==> config.mk <==
export PLATFORM = sky130hd
export DESIGN_NAME = nvc_host
export DESIGN_NICKNAME = d
export VERILOG_FILES = /design/src/design/nvc_pkg.sv /design/src/design/nvc_busy_if.sv /design/src/design/nvc_busy_sync.sv /design/src/design/nvc_host.sv
export SDC_FILE = /design/constraint.sdc
export NUM_CORES = 1
export LEC_CHECK = 0
export BUFFER_PORTS_ARGS = -buffer_cell sky130_fd_sc_hd__buf_2
export CORE_AREA = 3 3 86 88
export DETAILED_ROUTE_END_ITERATION = 16
export DIE_AREA = 0 0 89 91
export GPL_TIMING_DRIVEN = 0
export PLACE_DENSITY = 0.77
export SLEW_MARGIN = 20
export SYNTH_ARGS = -nofsm -noshare
export SYNTH_HDL_FRONTEND = slang
export SYNTH_HIERARCHICAL = 1
export SYNTH_SLANG_ARGS = --single-unit
==> constraint.sdc <==
create_clock -name clk_i -period 3.5 [get_ports clk_i]
set_clock_uncertainty 0.15 [all_clocks]
set_input_delay 0.175 -clock clk_i [delete_from_list [all_inputs] [get_ports clk_i]]
set_output_delay 0.175 -clock clk_i [all_outputs]
set_load 0.02 [all_outputs]
==> src/design/nvc_pkg.sv <==
// package: constants for the nonvolatile sram host controller
package nvc_pkg;
  localparam int unsigned CLK_HZ = 25000000;
  // ---------------------------------------------------------------
  // timing (ns) and derived cycle counts
  // ---------------------------------------------------------------
  localparam int unsigned STORE_REQUEST_DELAY_NS = 25000;
  localparam int unsigned SAVE_DURATION_NS = 15000000;
  localparam int unsigned RESTORE_DURATION_NS = 200000;
  localparam int unsigned POWERUP_RESTORE_DURATION_NS = 20000000;
  localparam int unsigned ACCESS_NS = 80;
  localparam int unsigned CYC_NS = 1000000000 / CLK_HZ;
  localparam int unsigned ACCESS_CYC = (ACCESS_NS + CYC_NS - 1) / CYC_NS;
  localparam int unsigned RESTORE_CYC = (RESTORE_DURATION_NS + CYC_NS - 1) / CYC_NS;
  localparam int unsigned DELAY_CYC = (STORE_REQUEST_DELAY_NS + CYC_NS - 1) / CYC_NS;
  localparam int unsigned SAVE_CYC_DEF = (SAVE_DURATION_NS + CYC_NS - 1) / CYC_NS;
  localparam int unsigned PUP_CYC_DEF = (POWERUP_RESTORE_DURATION_NS + CYC_NS - 1) / CYC_NS;
  localparam int unsigned CNT_W = 24;
  // ---------------------------------------------------------------
  // command sequence addresses (low 14 bits compared)
  // ---------------------------------------------------------------
  localparam int unsigned ADDR_W = 15;
  localparam int unsigned SEQ_W = 14;
  localparam logic [13:0] SEQ_A0 = 14'h0e38;
  localparam logic [13:0] SEQ_A1 = 14'h31c7;
  localparam logic [13:0] SEQ_A2 = 14'h03e0;
  localparam logic [13:0] SEQ_A3 = 14'h3c1f;
  localparam logic [13:0] SEQ_A4 = 14'h303f;
  localparam logic [13:0] SEQ_SAVE = 14'h0fc0;
  localparam logic [13:0] SEQ_RESTORE = 14'h0c63;
  localparam logic [13:0] SEQ_AUTO_OFF = 14'h03f8;
  localparam logic [13:0] SEQ_AUTO_ON = 14'h07f0;
  localparam int unsigned SEQ_LEN = 6;
  // host commands
  typedef enum logic [2:0] {
    CMD_READ = 3'h0,
    CMD_WRITE = 3'h1,
    CMD_SW_SAVE = 3'h2,
    CMD_SW_RESTORE = 3'h3,
    CMD_AUTO_OFF = 3'h4,
    CMD_AUTO_ON = 3'h5,
    CMD_HW_SAVE = 3'h6
  } nvc_cmd_type;
endpackage

==> src/design/nvc_busy_if.sv <==
// interface: synchronised busy line view shared by controller modules
`timescale 1ns/1ps
`default_nettype none
interface nvc_busy_if;
  logic busy;
  logic busy_fall;
  logic busy_rise;
  modport src (output busy, output busy_fall, output busy_rise);
  modport dst (input busy, input busy_fall, input busy_rise);
endinterface
`default_nettype wire

==> src/design/nvc_busy_sync.sv <==
// busy line input synchroniser with edge detection
`timescale 1ns/1ps
`default_nettype none
module nvc_busy_sync (
  input wire logic clk_i,
  input wire logic rst_i,
  input wire logic line_i,
  nvc_busy_if.src bus
);
  logic s1_q;
  logic s2_q;
  logic s3_q;
  logic low_q;
  // line is active low; change accepted once stages two and three agree
  always_ff @(posedge clk_i) begin
    if (rst_i) begin
      s1_q <= 1'b1;
      s2_q <= 1'b1;
      s3_q <= 1'b1;
    end else begin
      s1_q <= line_i;
      s2_q <= s1_q;
      s3_q <= s2_q;
    end
  end
  always_ff @(posedge clk_i) begin
    if (rst_i) begin
      low_q <= 1'b0;
    end else if (s2_q == s3_q) begin
      low_q <= ~s3_q;
    end
  end
  logic agree_low;
  assign agree_low = (s2_q == s3_q) && !s3_q;
  assign bus.busy = low_q;
  assign bus.busy_fall = agree_low && !low_q;
  assign bus.busy_rise = (s2_q == s3_q) && s3_q && low_q;
endmodule
`default_nettype wire

==> src/design/nvc_host.sv <==
// host controller driving a nonvolatile sram through its pins
//
// Overview of operation
// - host may pull busy line low to request a save.
// - sequence save: five prefix reads then 0x0FC0.
// - sequence restore: same prefix then 0x0C63.
// - host steps sequences with reads only, output enable optional.
// - read: chip select and output enable low, write strobe high.
// - write: chip select and write strobe low, address held to rise.
// - prefix then 0x03F8 disables, 0x07F0 enables automatic save.
`timescale 1ns/1ps
`default_nettype none
module nvc_host #(
  parameter int unsigned SAVE_CYC = nvc_pkg::SAVE_CYC_DEF,
  parameter int unsigned PUP_CYC = nvc_pkg::PUP_CYC_DEF
) (
  input wire logic clk_i,
  input wire logic rst_i,
  input wire logic req_valid_i,
  output logic req_ready_o,
  input wire nvc_pkg::nvc_cmd_type req_cmd_i,
  input wire logic [nvc_pkg::ADDR_W-1:0] req_addr_i,
  input wire logic [7:0] req_wdata_i,
  output logic rsp_valid_o,
  output logic [7:0] rsp_rdata_o,
  output logic busy_o,
  output logic [nvc_pkg::ADDR_W-1:0] mem_addr_o,
  output logic mem_ce_n_o,
  output logic mem_oe_n_o,
  output logic mem_we_n_o,
  input wire logic [7:0] mem_dq_i,
  output logic [7:0] mem_dq_o,
  output logic mem_dq_oe_n_o,
  input wire logic store_busy_line_i,
  output logic store_busy_line_o,
  output logic store_busy_line_oe_n_o
);
  import nvc_pkg::*;

  // ---------------------------------------------------------------
  // busy line
  // ---------------------------------------------------------------
  nvc_busy_if bif ();
  nvc_busy_sync u_sync (
    .clk_i(clk_i),
    .rst_i(rst_i),
    .line_i(store_busy_line_i),
    .bus(bif)
  );

  typedef enum logic [3:0] {
    ST_PUP = 4'h0,
    ST_IDLE = 4'h1,
    ST_ACC = 4'h2,
    ST_GAP = 4'h3,
    ST_PULL = 4'h4,
    ST_WAIT = 4'h5,
    ST_SAVE = 4'h6,
    ST_RESTORE = 4'h7
  } nvc_state_type;

  function automatic logic [SEQ_W-1:0] seq_addr(input logic [2:0] i, input nvc_cmd_type c);
    logic [SEQ_W-1:0] a;
    a = SEQ_A0;
    case (i)
      3'h0: a = SEQ_A0;
      3'h1: a = SEQ_A1;
      3'h2: a = SEQ_A2;
      3'h3: a = SEQ_A3;
      3'h4: a = SEQ_A4;
      default: begin
        case (c)
          CMD_SW_SAVE: a = SEQ_SAVE;
          CMD_SW_RESTORE: a = SEQ_RESTORE;
          CMD_AUTO_OFF: a = SEQ_AUTO_OFF;
          default: a = SEQ_AUTO_ON;
        endcase
      end
    endcase
    return a;
  endfunction

  // commands that run as a six-step read sequence
  function automatic logic is_seq_cmd(input nvc_cmd_type c);
    return (c == CMD_SW_SAVE) || (c == CMD_SW_RESTORE) ||
           (c == CMD_AUTO_OFF) || (c == CMD_AUTO_ON);
  endfunction

  nvc_state_type state_q;
  nvc_cmd_type cmd_q;
  logic [CNT_W-1:0] cnt_q;
  logic [2:0] step_q;
  logic is_seq;
  logic is_wr_q;

  assign is_seq = is_seq_cmd(cmd_q);
  // new requests only while idle and line high; writes wait out any save
  assign req_ready_o = (state_q == ST_IDLE) && !bif.busy;
  assign busy_o = (state_q != ST_IDLE);

  // ---------------------------------------------------------------
  // sequencer
  // ---------------------------------------------------------------
  always_ff @(posedge clk_i) begin
    if (rst_i) begin
      state_q <= ST_PUP;
      cmd_q <= CMD_READ;
      cnt_q <= '0;
      step_q <= 3'h0;
      is_wr_q <= 1'b0;
    end else begin
      case (state_q)
        ST_PUP: begin
          // wait out the power-up restore before any access
          if (cnt_q >= CNT_W'(PUP_CYC - 1)) begin
            state_q <= ST_IDLE;
            cnt_q <= '0;
          end else begin
            cnt_q <= cnt_q + 1'b1;
          end
        end
        ST_IDLE: begin
          if (req_valid_i && req_ready_o) begin
            cmd_q <= req_cmd_i;
            step_q <= 3'h0;
            cnt_q <= '0;
            is_wr_q <= (req_cmd_i == CMD_WRITE);
            state_q <= (req_cmd_i == CMD_HW_SAVE) ? ST_PULL : ST_ACC;
          end else if (bif.busy) begin
            // device-started save: hold off until the line rises
            state_q <= ST_WAIT;
          end
        end
        ST_ACC: begin
          if (cnt_q >= CNT_W'(ACCESS_CYC - 1)) begin
            cnt_q <= '0;
            state_q <= ST_GAP;
          end else begin
            cnt_q <= cnt_q + 1'b1;
          end
        end
        ST_GAP: begin
          // strobes high one cycle: each step is its own chip-select read
          cnt_q <= '0;
          if (is_seq && step_q != 3'(SEQ_LEN - 1)) begin
            step_q <= step_q + 3'h1;
            state_q <= ST_ACC;
          end else if (cmd_q == CMD_SW_SAVE) begin
            state_q <= ST_SAVE;
          end else if (cmd_q == CMD_SW_RESTORE) begin
            state_q <= ST_RESTORE;
          end else begin
            state_q <= ST_IDLE;
          end
        end
        ST_PULL: begin
          // hold the line low past the store request delay
          if (cnt_q >= CNT_W'(DELAY_CYC)) begin
            cnt_q <= '0;
            state_q <= ST_WAIT;
          end else begin
            cnt_q <= cnt_q + 1'b1;
          end
        end
        ST_WAIT: begin
          // device keeps line low for the save; skipped saves release it
          if (!bif.busy) begin
            state_q <= ST_IDLE;
          end
        end
        ST_SAVE: begin
          if (cnt_q >= CNT_W'(SAVE_CYC - 1)) begin
            state_q <= ST_IDLE;
            cnt_q <= '0;
          end else begin
            cnt_q <= cnt_q + 1'b1;
          end
        end
        ST_RESTORE: begin
          if (cnt_q >= CNT_W'(RESTORE_CYC - 1)) begin
            state_q <= ST_IDLE;
            cnt_q <= '0;
          end else begin
            cnt_q <= cnt_q + 1'b1;
          end
        end
        default: state_q <= ST_IDLE;
      endcase
    end
  end

  // ---------------------------------------------------------------
  // pin drive
  // ---------------------------------------------------------------
  logic acc;
  assign acc = (state_q == ST_ACC);

  always_ff @(posedge clk_i) begin
    if (rst_i) begin
      mem_addr_o <= '0;
      mem_dq_o <= 8'h00;
    end else if (req_valid_i && req_ready_o) begin
      // a sequence opens on its first fixed address, not the request's
      mem_addr_o <= is_seq_cmd(req_cmd_i) ? {1'b0, SEQ_A0} : req_addr_i;
      mem_dq_o <= req_wdata_i;
    end else if (state_q == ST_GAP && is_seq) begin
      // msb left zero; only low lines are matched by the device
      mem_addr_o <= {1'b0, seq_addr(step_q + 3'h1, cmd_q)};
    end
  end

  // sequence reads leave output enable high: chip select times them
  assign mem_ce_n_o = !acc;
  assign mem_oe_n_o = !(acc && cmd_q == CMD_READ);
  // strobe rises with chip select, after which the address may move
  assign mem_we_n_o = !(acc && is_wr_q);
  assign mem_dq_oe_n_o = !(acc && is_wr_q);
  assign store_busy_line_o = 1'b0;
  assign store_busy_line_oe_n_o = !(state_q == ST_PULL);

  always_ff @(posedge clk_i) begin
    if (rst_i) begin
      rsp_valid_o <= 1'b0;
      rsp_rdata_o <= 8'h00;
    end else begin
      rsp_valid_o <= (state_q == ST_GAP) && (!is_seq || step_q == 3'(SEQ_LEN - 1)) &&
                     (cmd_q != CMD_SW_SAVE) && (cmd_q != CMD_SW_RESTORE);
      if (state_q == ST_ACC && cmd_q == CMD_READ && cnt_q == CNT_W'(ACCESS_CYC - 1)) begin
        rsp_rdata_o <= mem_dq_i;
      end
    end
  end
endmodule
`default_nettype wire

After elaboration in Yosys (flattened, before gate mapping)
Cells that the tools add are included.

word-level totals
  register bits = 71
  memory bits (read-only) = 0
  bits in writable memories = 0
  word-level logic and storage cells = 119
  memories kept = 0
  latch bits = 0

cells by class
  $mul = 0
  $lt $le $gt $ge = 5
  add/sub/neg operators = 2
  bitwise gates (word level) = 1
  shift operators = 0
  mux-type cells = 28
  reduce and logical (&&, ||, !) cells = 33
  eq/ne operators = 37
  div/mod/pow operators = 0

operator list
  cell                                                                  number
  case mux 24 bit (7 select lines)                                      1
  two-way mux 24 bit                                                    6
  case mux 14 bit (5 select lines)                                      1
  greater-or-equal comparator 24 x 19 -> 1 bit (second input constant)  2
  two-way mux 15 bit                                                    3
  case mux 12 bit (3 select lines)                                      1
  two-way mux 4 bit                                                     8
  case mux 4 bit (8 select lines)                                       1
  adder 24 x 1 -> 24 bit (second input constant)                        1
  == test 24 x 1 -> 1 bit (second input constant)                       1
  greater-or-equal comparator 24 x 1 -> 1 bit (second input constant)   1
  greater-or-equal comparator 24 x 10 -> 1 bit (second input constant)  1
  greater-or-equal comparator 24 x 13 -> 1 bit (second input constant)  1
  == test 3 bit (second input constant)                                 7
  == test 3 x 2 -> 1 bit (second input constant)                        6
  two-way mux 3 bit                                                     6
  == test 4 x 3 -> 1 bit (second input constant)                        4
  != test 2 bit (second input constant)                                 6
  logical AND 1 bit                                                     10
  == test 4 x 2 -> 1 bit (second input constant)                        2
  logical OR 1 bit                                                      7
  AND reduction 7 bit                                                   1
  nonzero test 7 bit                                                    1
  == test 3 x 1 -> 1 bit (second input constant)                        2
  16 further kinds                                                      26

Depth between registers and ports, before layout
Gate-level depths: netlist (run 1).

  word-level depth = 9
  mapped depth = 9
  gate-level depth less buffers = 8

Cells and area by module
The synthesis (run 1) kept the hierarchy.

modules (own cells, without submodules)
  module         area each (um^2)  cells each  times used
  nvc_host       3502.1            433         1
  nvc_busy_sync  162.7             16          1

Least setup slack after synthesis (run 1)
Ideal clock, no wire load.

  kind = reg2reg
  start = reg cnt_q[1]
  end = reg cnt_q[9]
  setup slack = 0.954 ns
  setup time = 0.062 ns
  clock period less this slack = 2.546 ns
  required time = 3.288 ns
  arrival time = 2.334 ns
  stages on the path, launching flop included = 10
  cell sequence = dfxtp_1 > inv_1 > ha_1 > or4b_4 > a41o_1 > a2111oi_4 > o21bai_2 > a211o_2 > buf_6 > nor2_2

between the ends
  longest elaborated chain between the ends = 3

ends and longest elaborated chain
  item                                            line             text
  start: declaration                              nvc_host.sv:91   logic [CNT_W-1:0] cnt_q;
  start signal: assignment                        nvc_host.sv:119  cnt_q <= cnt_q + 1'b1;
  start signal: assignment                        nvc_host.sv:139  cnt_q <= cnt_q + 1'b1;
  start signal: assignment                        nvc_host.sv:162  cnt_q <= cnt_q + 1'b1;
  adder 24 x 1 -> 24 bit (tied with other cells)  --
  two-way mux 24 bit (on tied branches)           --
  case mux 24 bit (7 select lines) *              nvc_host.sv:112  case (state_q)

Mark *: on every way between the ends. The rest lies on a longest branch, timed or not.
A chain may end at the register's enable or synchronous reset.

Final worst setup path (run 1)
  start = reg state_q[2]
  end = reg mem_addr_o[9] (netlist bit)

between the ends
  longest elaborated chain between the ends = 4

ends and longest elaborated chain
  item                                                             line             text
  start: declaration                                               nvc_host.sv:89   nvc_state_type state_q;
  start signal: assignment                                         nvc_host.sv:128  state_q <= (req_cmd_i == CMD_HW_SAVE) ? ST_PULL : ST_ACC;
  == test 4 x 1 -> 1 bit                                           nvc_host.sv:98   assign req_ready_o = (state_q == ST_IDLE) && !bif.busy;
  logical AND 1 bit                                                nvc_host.sv:98
  logical AND 1 bit                                                nvc_host.sv:202  end else if (req_valid_i && req_ready_o) begin
  two-way mux 15 bit / nonzero test 2 bit (equally long branches)  --
  end signal: assignment                                           nvc_host.sv:204  mem_addr_o <= is_seq_cmd(req_cmd_i) ? {1'b0, SEQ_A0} : req_addr_i;
  end signal: assignment                                           nvc_host.sv:208  mem_addr_o <= {1'b0, seq_addr(step_q + 3'h1, cmd_q)};
  end: declaration                                                 nvc_host.sv:27   output logic [nvc_pkg::ADDR_W-1:0] mem_addr_o,

Several ways; a longest one is shown, not always the timed one.

==> impl_metrics.toml, run 1 <==
[floorplanning]
floorplan.initialDensity_pct = 54.2
die_h_um = 91
rows = 30
die_w_um = 89
core_area_sq_um = 6720
floorplan.io_pins = 78
floorplan.die_area_sq_um = 8100

[global_routing]
grt_pass1_vias = 3450
grt_antenna_before_repair = 0
global_route.overflow_total = 0
grt_first_pass_wirelength_mm = 15.6
gr-usage-all-layers_pct = 24.0
grt_max_degree = 14

[timing]
layout_min_cycle_time_ps = 2770
drv_slew = 0
maxClockFrequency_mhz = 361
finalHoldViolCount = 0
finalHoldWorstSlack_ps = 37.2
timing.setup.tns_ps = 0
worst_pin_slew_ps = 726
period_share_pct = 79.1
slew-limit-headroom_pct = 51.3
grt_setup_unrepaired = "false"
finalSetupViolations = 0
worst_setup_margin_ps = 731

[status]
outcome = "finished clean"

[power]
comb_power_share_pct = 5.5
net_switching_power_uw = 366
p_clk_share_pct = 47.1
power_density_nw_per_um2 = 364
cell_internal_pwr_uw = 1330
sw_frac_of_total_pct = 21.6
maximum_vdd_drop_mv = 0.258
power.leakage_uw = 0.00189
p_seq_share_pct = 47.4

[yosys]
postSynthNetCount = 494
mapped_cell_area_sq_um = 3640
syn_area_per_cell_sq_um = 8.16
number_of_standard_cells_after_synthesis = 446
yosysWarnings = 6

[cells_and_area]
multi_input_area_sq_um = 2040
post_route_cells_drive_above_1_share_pct = 24.1
area_growth_syn_to_layout_pct = 28.2
commonest_non_fill_non_tap_cells_in_the_layout = "85 x sky130_fd_sc_hd__buf_2, 70 x sky130_fd_sc_hd__dfxtp_1, 61 x sky130_fd_sc_hd__nand2_1, 53 x sky130_fd_sc_hd__nor2_1, 33 x sky130_fd_sc_hd__a21oi_1"
mostFrequentLayoutCell = "sky130_fd_sc_hd__buf_2"
fill_cell_total_of_the_finished_layout = 543
num_antenna_cells = 0
flip_flop_and_latch_area_sq_um = 1400
final_net_count = 611

[clock_tree]
ctsLongestPathBuffers = 2
clock_latency_late_sink_ps = 350
cts_inserted_buffers = 9
htree_num_levels = 3
post_cts_resized = 0
clock-root-buffer = "sky130_fd_sc_hd__clkbuf_8"
cts.sinks = 70
cts.reportedPaths.clkPinSlew_ps = 80
tritoncts = "built"

[critical_path]
cp_max_fo = 10
path_depth_of_the_worst_reg2reg_path = 7
crit_arrival_ps = 2830
cell_chain_of_the_critical_path = "buf_2 -> or3b_2 -> clkbuf_1 -> nor3b_2 -> o21ai_0 -> o221ai_1 -> a21oi_1"
setup_crit_end_kind = "register"
worst-path-stages = 7
worst_path_dominant_cell_family = "simple AND/OR/NAND/NOR gates"
path_buf_inv = 2
worstSetupStartpointType = "register"
timing.critical_path.required_ps = 3560
worst-setup-path-type = "reg -> reg"
critical-path-slowest-cell = "sky130_fd_sc_hd__nor3b_2"
critical-path-max-stage-delay_ps = 530

[drt]
ant_nets = 0
drc_errors = 0
drt-total-wl_mm = 9.16
mean_routed_wirelength_per_cell_um = 14.1
dr.first_iter.drc_count = 199
routed-via-count = 3537
routed_via_density = 5.46
drtPass1Iterations = 4

[placed_design]
place.gp.congestion = 0.913
hpwl_mm = 6.29
pre_cts_slack_ps = 750
numPortBuffers = 76

[worst_hold_path]
hold_depth = 3
min-delay-path-class = "in -> reg"

[run]
max_cap_violation_count = 0
worst reg2reg max path: stages (launching register included):
cell and delay (ps):
sky130_fd_sc_hd__dfxtp_1 300, sky130_fd_sc_hd__buf_2 170, sky130_fd_sc_hd__or3b_2 470, sky130_fd_sc_hd__clkbuf_1 170
sky130_fd_sc_hd__nor3b_2 530, sky130_fd_sc_hd__o21ai_0 430, sky130_fd_sc_hd__o221ai_1 300, sky130_fd_sc_hd__a21oi_1 110
metrics by stage:
step / std cells / util (%) / total power [uW] / cell area, sq um
6_report: 648 / 69.4 / 1700 / 4670
4_1_cts: 648 / 69.4 / 1710 / 4670
2_1_floorplan: 446 / - / 857 / 3640
5_1_grt: 648 / 69.4 / 1750 / 4670
3_3_place_gp: 602 / 61.3 / 887 / 4120
3_5_place_dp: 602 / 61.3 / 889 / 4120
per-layer routing:
metal | wire length [um] | global-route usage [%] | vias to the layer above | part of all wire (%)
li1 | - | - | 1773 | -
met1 | 4100 | 31.0 | 1628 | 45
met2 | 4330 | 38.3 | 118 | 47
met3 | 557 | 4.81 | 18 | 6.1
met4 | 177 | 10.2 | 0 | 1.9
met5 | 0 | 0 | - | 0
path summary, 6_finish.rpt:
path                   from              to  slack (ps)
max              state_q[2]   mem_addr_o[9]         730
min          req_addr_i[11]  mem_addr_o[11]          40
max reg2reg      state_q[2]   mem_addr_o[9]         730
min reg2reg     u_sync/s1_q     u_sync/s2_q         270
flip-flops by register name, indices dropped and copies added (netlist names), 3 cells and up:
register and flops:
step_q 3, cmd_q 3, mem_dq_o 8, mem_addr_o 15
cnt_q 24, state_q 3, rsp_rdata_o 8
final cells by class:
type                            instances  share of cell area [%]
Multi-Input combinational cell        336                    43.6
Sequential cell                        70                    30.0
Timing Repair Buffer                  106                    14.6
Buffer                                 29                    3.46
Clock buffer                            9                    2.65
Clock inverter                          7                    2.60
Tap cell                               80                    2.15
Inverter                               11                   0.885
timing repair:
item,4_1_cts,5_1_grt
hold endpoints to repair,32,0
hold buffers,30,0
buffers inserted,0,0
power by group through the flow:
stage / Combinational, uW / Clock (uW) / Sequential [uW]
6_report: 93.3 / 798 / 805
5_1_grt: 102 / 845 / 805
4_1_cts: 91.5 / 811 / 805
3_5_place_dp: 65.8 / 0 / 823
3_3_place_gp: 64.6 / 0 / 823
2_1_floorplan: 35.1 / 0 / 822
Note: power is estimated with default switching activity, not from simulation.
==> inputs of run 2 (changes only) <==
- clock period: 3.5 -> 2.77 ns (I/O delays scaled with it)
==> impl_metrics.toml, run 2 (synthesized netlist as in run 1, its figures left out) <==
[clock_tree]
cts.reportedPaths.clkPinSlew_ps = 90
cts_inserted_buffers = 9
clock_latency_late_sink_ps = 350
htree_num_levels = 3
clock-root-buffer = "sky130_fd_sc_hd__clkbuf_8"
ctsLongestPathBuffers = 2
tritoncts = "built"
cts.sinks = 70

[floorplanning]
die_h_um = 91
floorplan.die_area_sq_um = 8100
rows = 30
floorplan.io_pins = 78
core_area_sq_um = 6720
die_w_um = 89
floorplan.initialDensity_pct = 54.2

[critical_path]
path_buf_inv = 2
critical-path-slowest-cell = "sky130_fd_sc_hd__or4b_4"
worst_path_dominant_cell_family = "compound AO/OA/AOI/OAI gates"
worstSetupStartpointType = "register"
worst-setup-path-type = "reg -> reg"
timing.critical_path.required_ps = 2910
setup_crit_end_kind = "register"
cell_chain_of_the_critical_path = "inv_2 -> ha_4 -> or4b_4 -> a41o_1 -> a2111oi_4 -> o21bai_4 -> a211o_4 -> clkbuf_16 -> nor2_2"
crit_arrival_ps = 2890
cp_max_fo = 6
critical-path-max-stage-delay_ps = 490

[timing]
finalSetupViolations = 0
worst_pin_slew_ps = 733
grt_setup_unrepaired = "true"
worst_setup_margin_ps = 20.1
drv_slew = 0
slew-limit-headroom_pct = 50.8
period_share_pct = 99.3
maxClockFrequency_mhz = 364
finalHoldViolCount = 0
layout_min_cycle_time_ps = 2750

[power]
sw_frac_of_total_pct = 22.0
maximum_vdd_drop_mv = 0.332
power_density_nw_per_um2 = 444
cell_internal_pwr_uw = 1700
power.leakage_uw = 0.00196
p_seq_share_pct = 46.7
power.total_uw = 2180
net_switching_power_uw = 479
comb_power_share_pct = 6.7
p_clk_share_pct = 46.5

[cells_and_area]
largest_reg_flops = 24
flip_flop_and_latch_area_sq_um = 1410
multi_input_area_sq_um = 2150
commonest_non_fill_non_tap_cells_in_the_layout = "85 x sky130_fd_sc_hd__buf_2, 68 x sky130_fd_sc_hd__dfxtp_1, 61 x sky130_fd_sc_hd__nand2_1, 44 x sky130_fd_sc_hd__nor2_1, 33 x sky130_fd_sc_hd__a21oi_1"
registers.top_by_ff_count = "cnt_q"
post_route_cells_drive_above_1_share_pct = 27.4
mostFrequentLayoutCell = "sky130_fd_sc_hd__buf_2"
area_growth_syn_to_layout_pct = 34.6
fill_cell_total_of_the_finished_layout = 514
num_antenna_cells = 0
final_net_count = 619
largest_registers = "cnt_q: 24 flops, mem_addr_o: 15 flops"

[global_routing]
grt_antenna_before_repair = 0
global_route.overflow_total = 0
grt_pass1_vias = 3467
grt_max_degree = 14
grt_first_pass_wirelength_mm = 15.6
gr-usage-all-layers_pct = 24.1

[drt]
drt-met1-wl_mm = 4.26
drtPass1Iterations = 5
met2WireLength_mm = 4.62
drc_errors = 0
routed_via_density = 5.49
ant_nets = 0
met3RoutedLength_um = 579
mean_routed_wirelength_per_cell_um = 14.8
drt-total-wl_mm = 9.70
dr.first_iter.drc_count = 214
uppermost_signal_routing_layer_after_detailed_routing = "met4"
routed-via-count = 3604

[placed_design]
place.gp.congestion = 0.913
pre_cts_slack_ps = 20.0
hpwl_mm = 6.29
numPortBuffers = 76

[status]
outcome = "finished clean"

[run]
max_cap_violation_count = 0

[worst_hold_path]
min-delay-path-class = "in -> reg"
==> run 2: path summary, 6_finish.rpt <==
check,slack [ps],endpoint,cells past startpoint,startpoint
setup / recovery,20,cnt_q[2],9,cnt_q[1]
hold / removal,10,mem_addr_o[4],3,req_addr_i[4]
setup reg to reg,20,cnt_q[2],9,cnt_q[1]
hold reg to reg,270,u_sync/s2_q,1,u_sync/s1_q
==> run 2: stage by stage <==
step | hold slack (ps) | TNS, ps | instance area [sq um] | util (%) | cells
after floorplan | 50.9 | 0 | 3640 | - | 446
after global placement | 174 | 0 | 4120 | 61.3 | 602
after detailed placement | 179 | 0 | 4120 | 61.3 | 602
after CTS | 0.201 | 0 | 4690 | 69.7 | 650
after global routing | 15.5 | -1260 | 4900 | 72.9 | 656
final | 10.7 | 0 | 4900 | 72.9 | 656
==> run 2: cell type report <==
type | count | area share (%)
Multi-Input combinational cell | 336 | 43.8
Sequential cell | 70 | 28.7
Timing Repair Buffer | 115 | 16.1
Buffer | 28 | 3.47
Clock buffer | 9 | 2.53
Clock inverter | 7 | 2.48
Tap cell | 80 | 2.04
Inverter | 11 | 0.843
==> run 2: power groups by stage <==
stage          clock network (uW)  registers [uW]  logic (uW)
2_1_floorplan                   0            1040        44.3
3_3_place_gp                    0            1040        81.7
3_5_place_dp                    0            1040        83.1
4_1_cts                      1030            1020         118
5_1_grt                      1070            1020         158
6_report                     1010            1020         147
==> run 2: repair_timing <==
item / CTS / global route
buffers inserted: 0 / 5
gates resized for setup: 0 / 33
endpoints found under the hold margin: 36 / 0
endpoints found under the setup margin: 0 / 33
hold buffers: 32 / 0
==> run 2: worst reg2reg max path, delay by kind of cell (launching register included) <==
family,cells,cell delay (ps)
buf+inv,2,250
simple gates,2,590
fa+ha+maj,1,150
compound gates,4,1230
flops,1,340
==> run 2: layer usage <==
metal	global-route usage (%)	up-vias
met1	30.9	1655
met5	0	-
met4	10.5	0
li1	-	1789
met2	38.6	134
met3	4.90	26
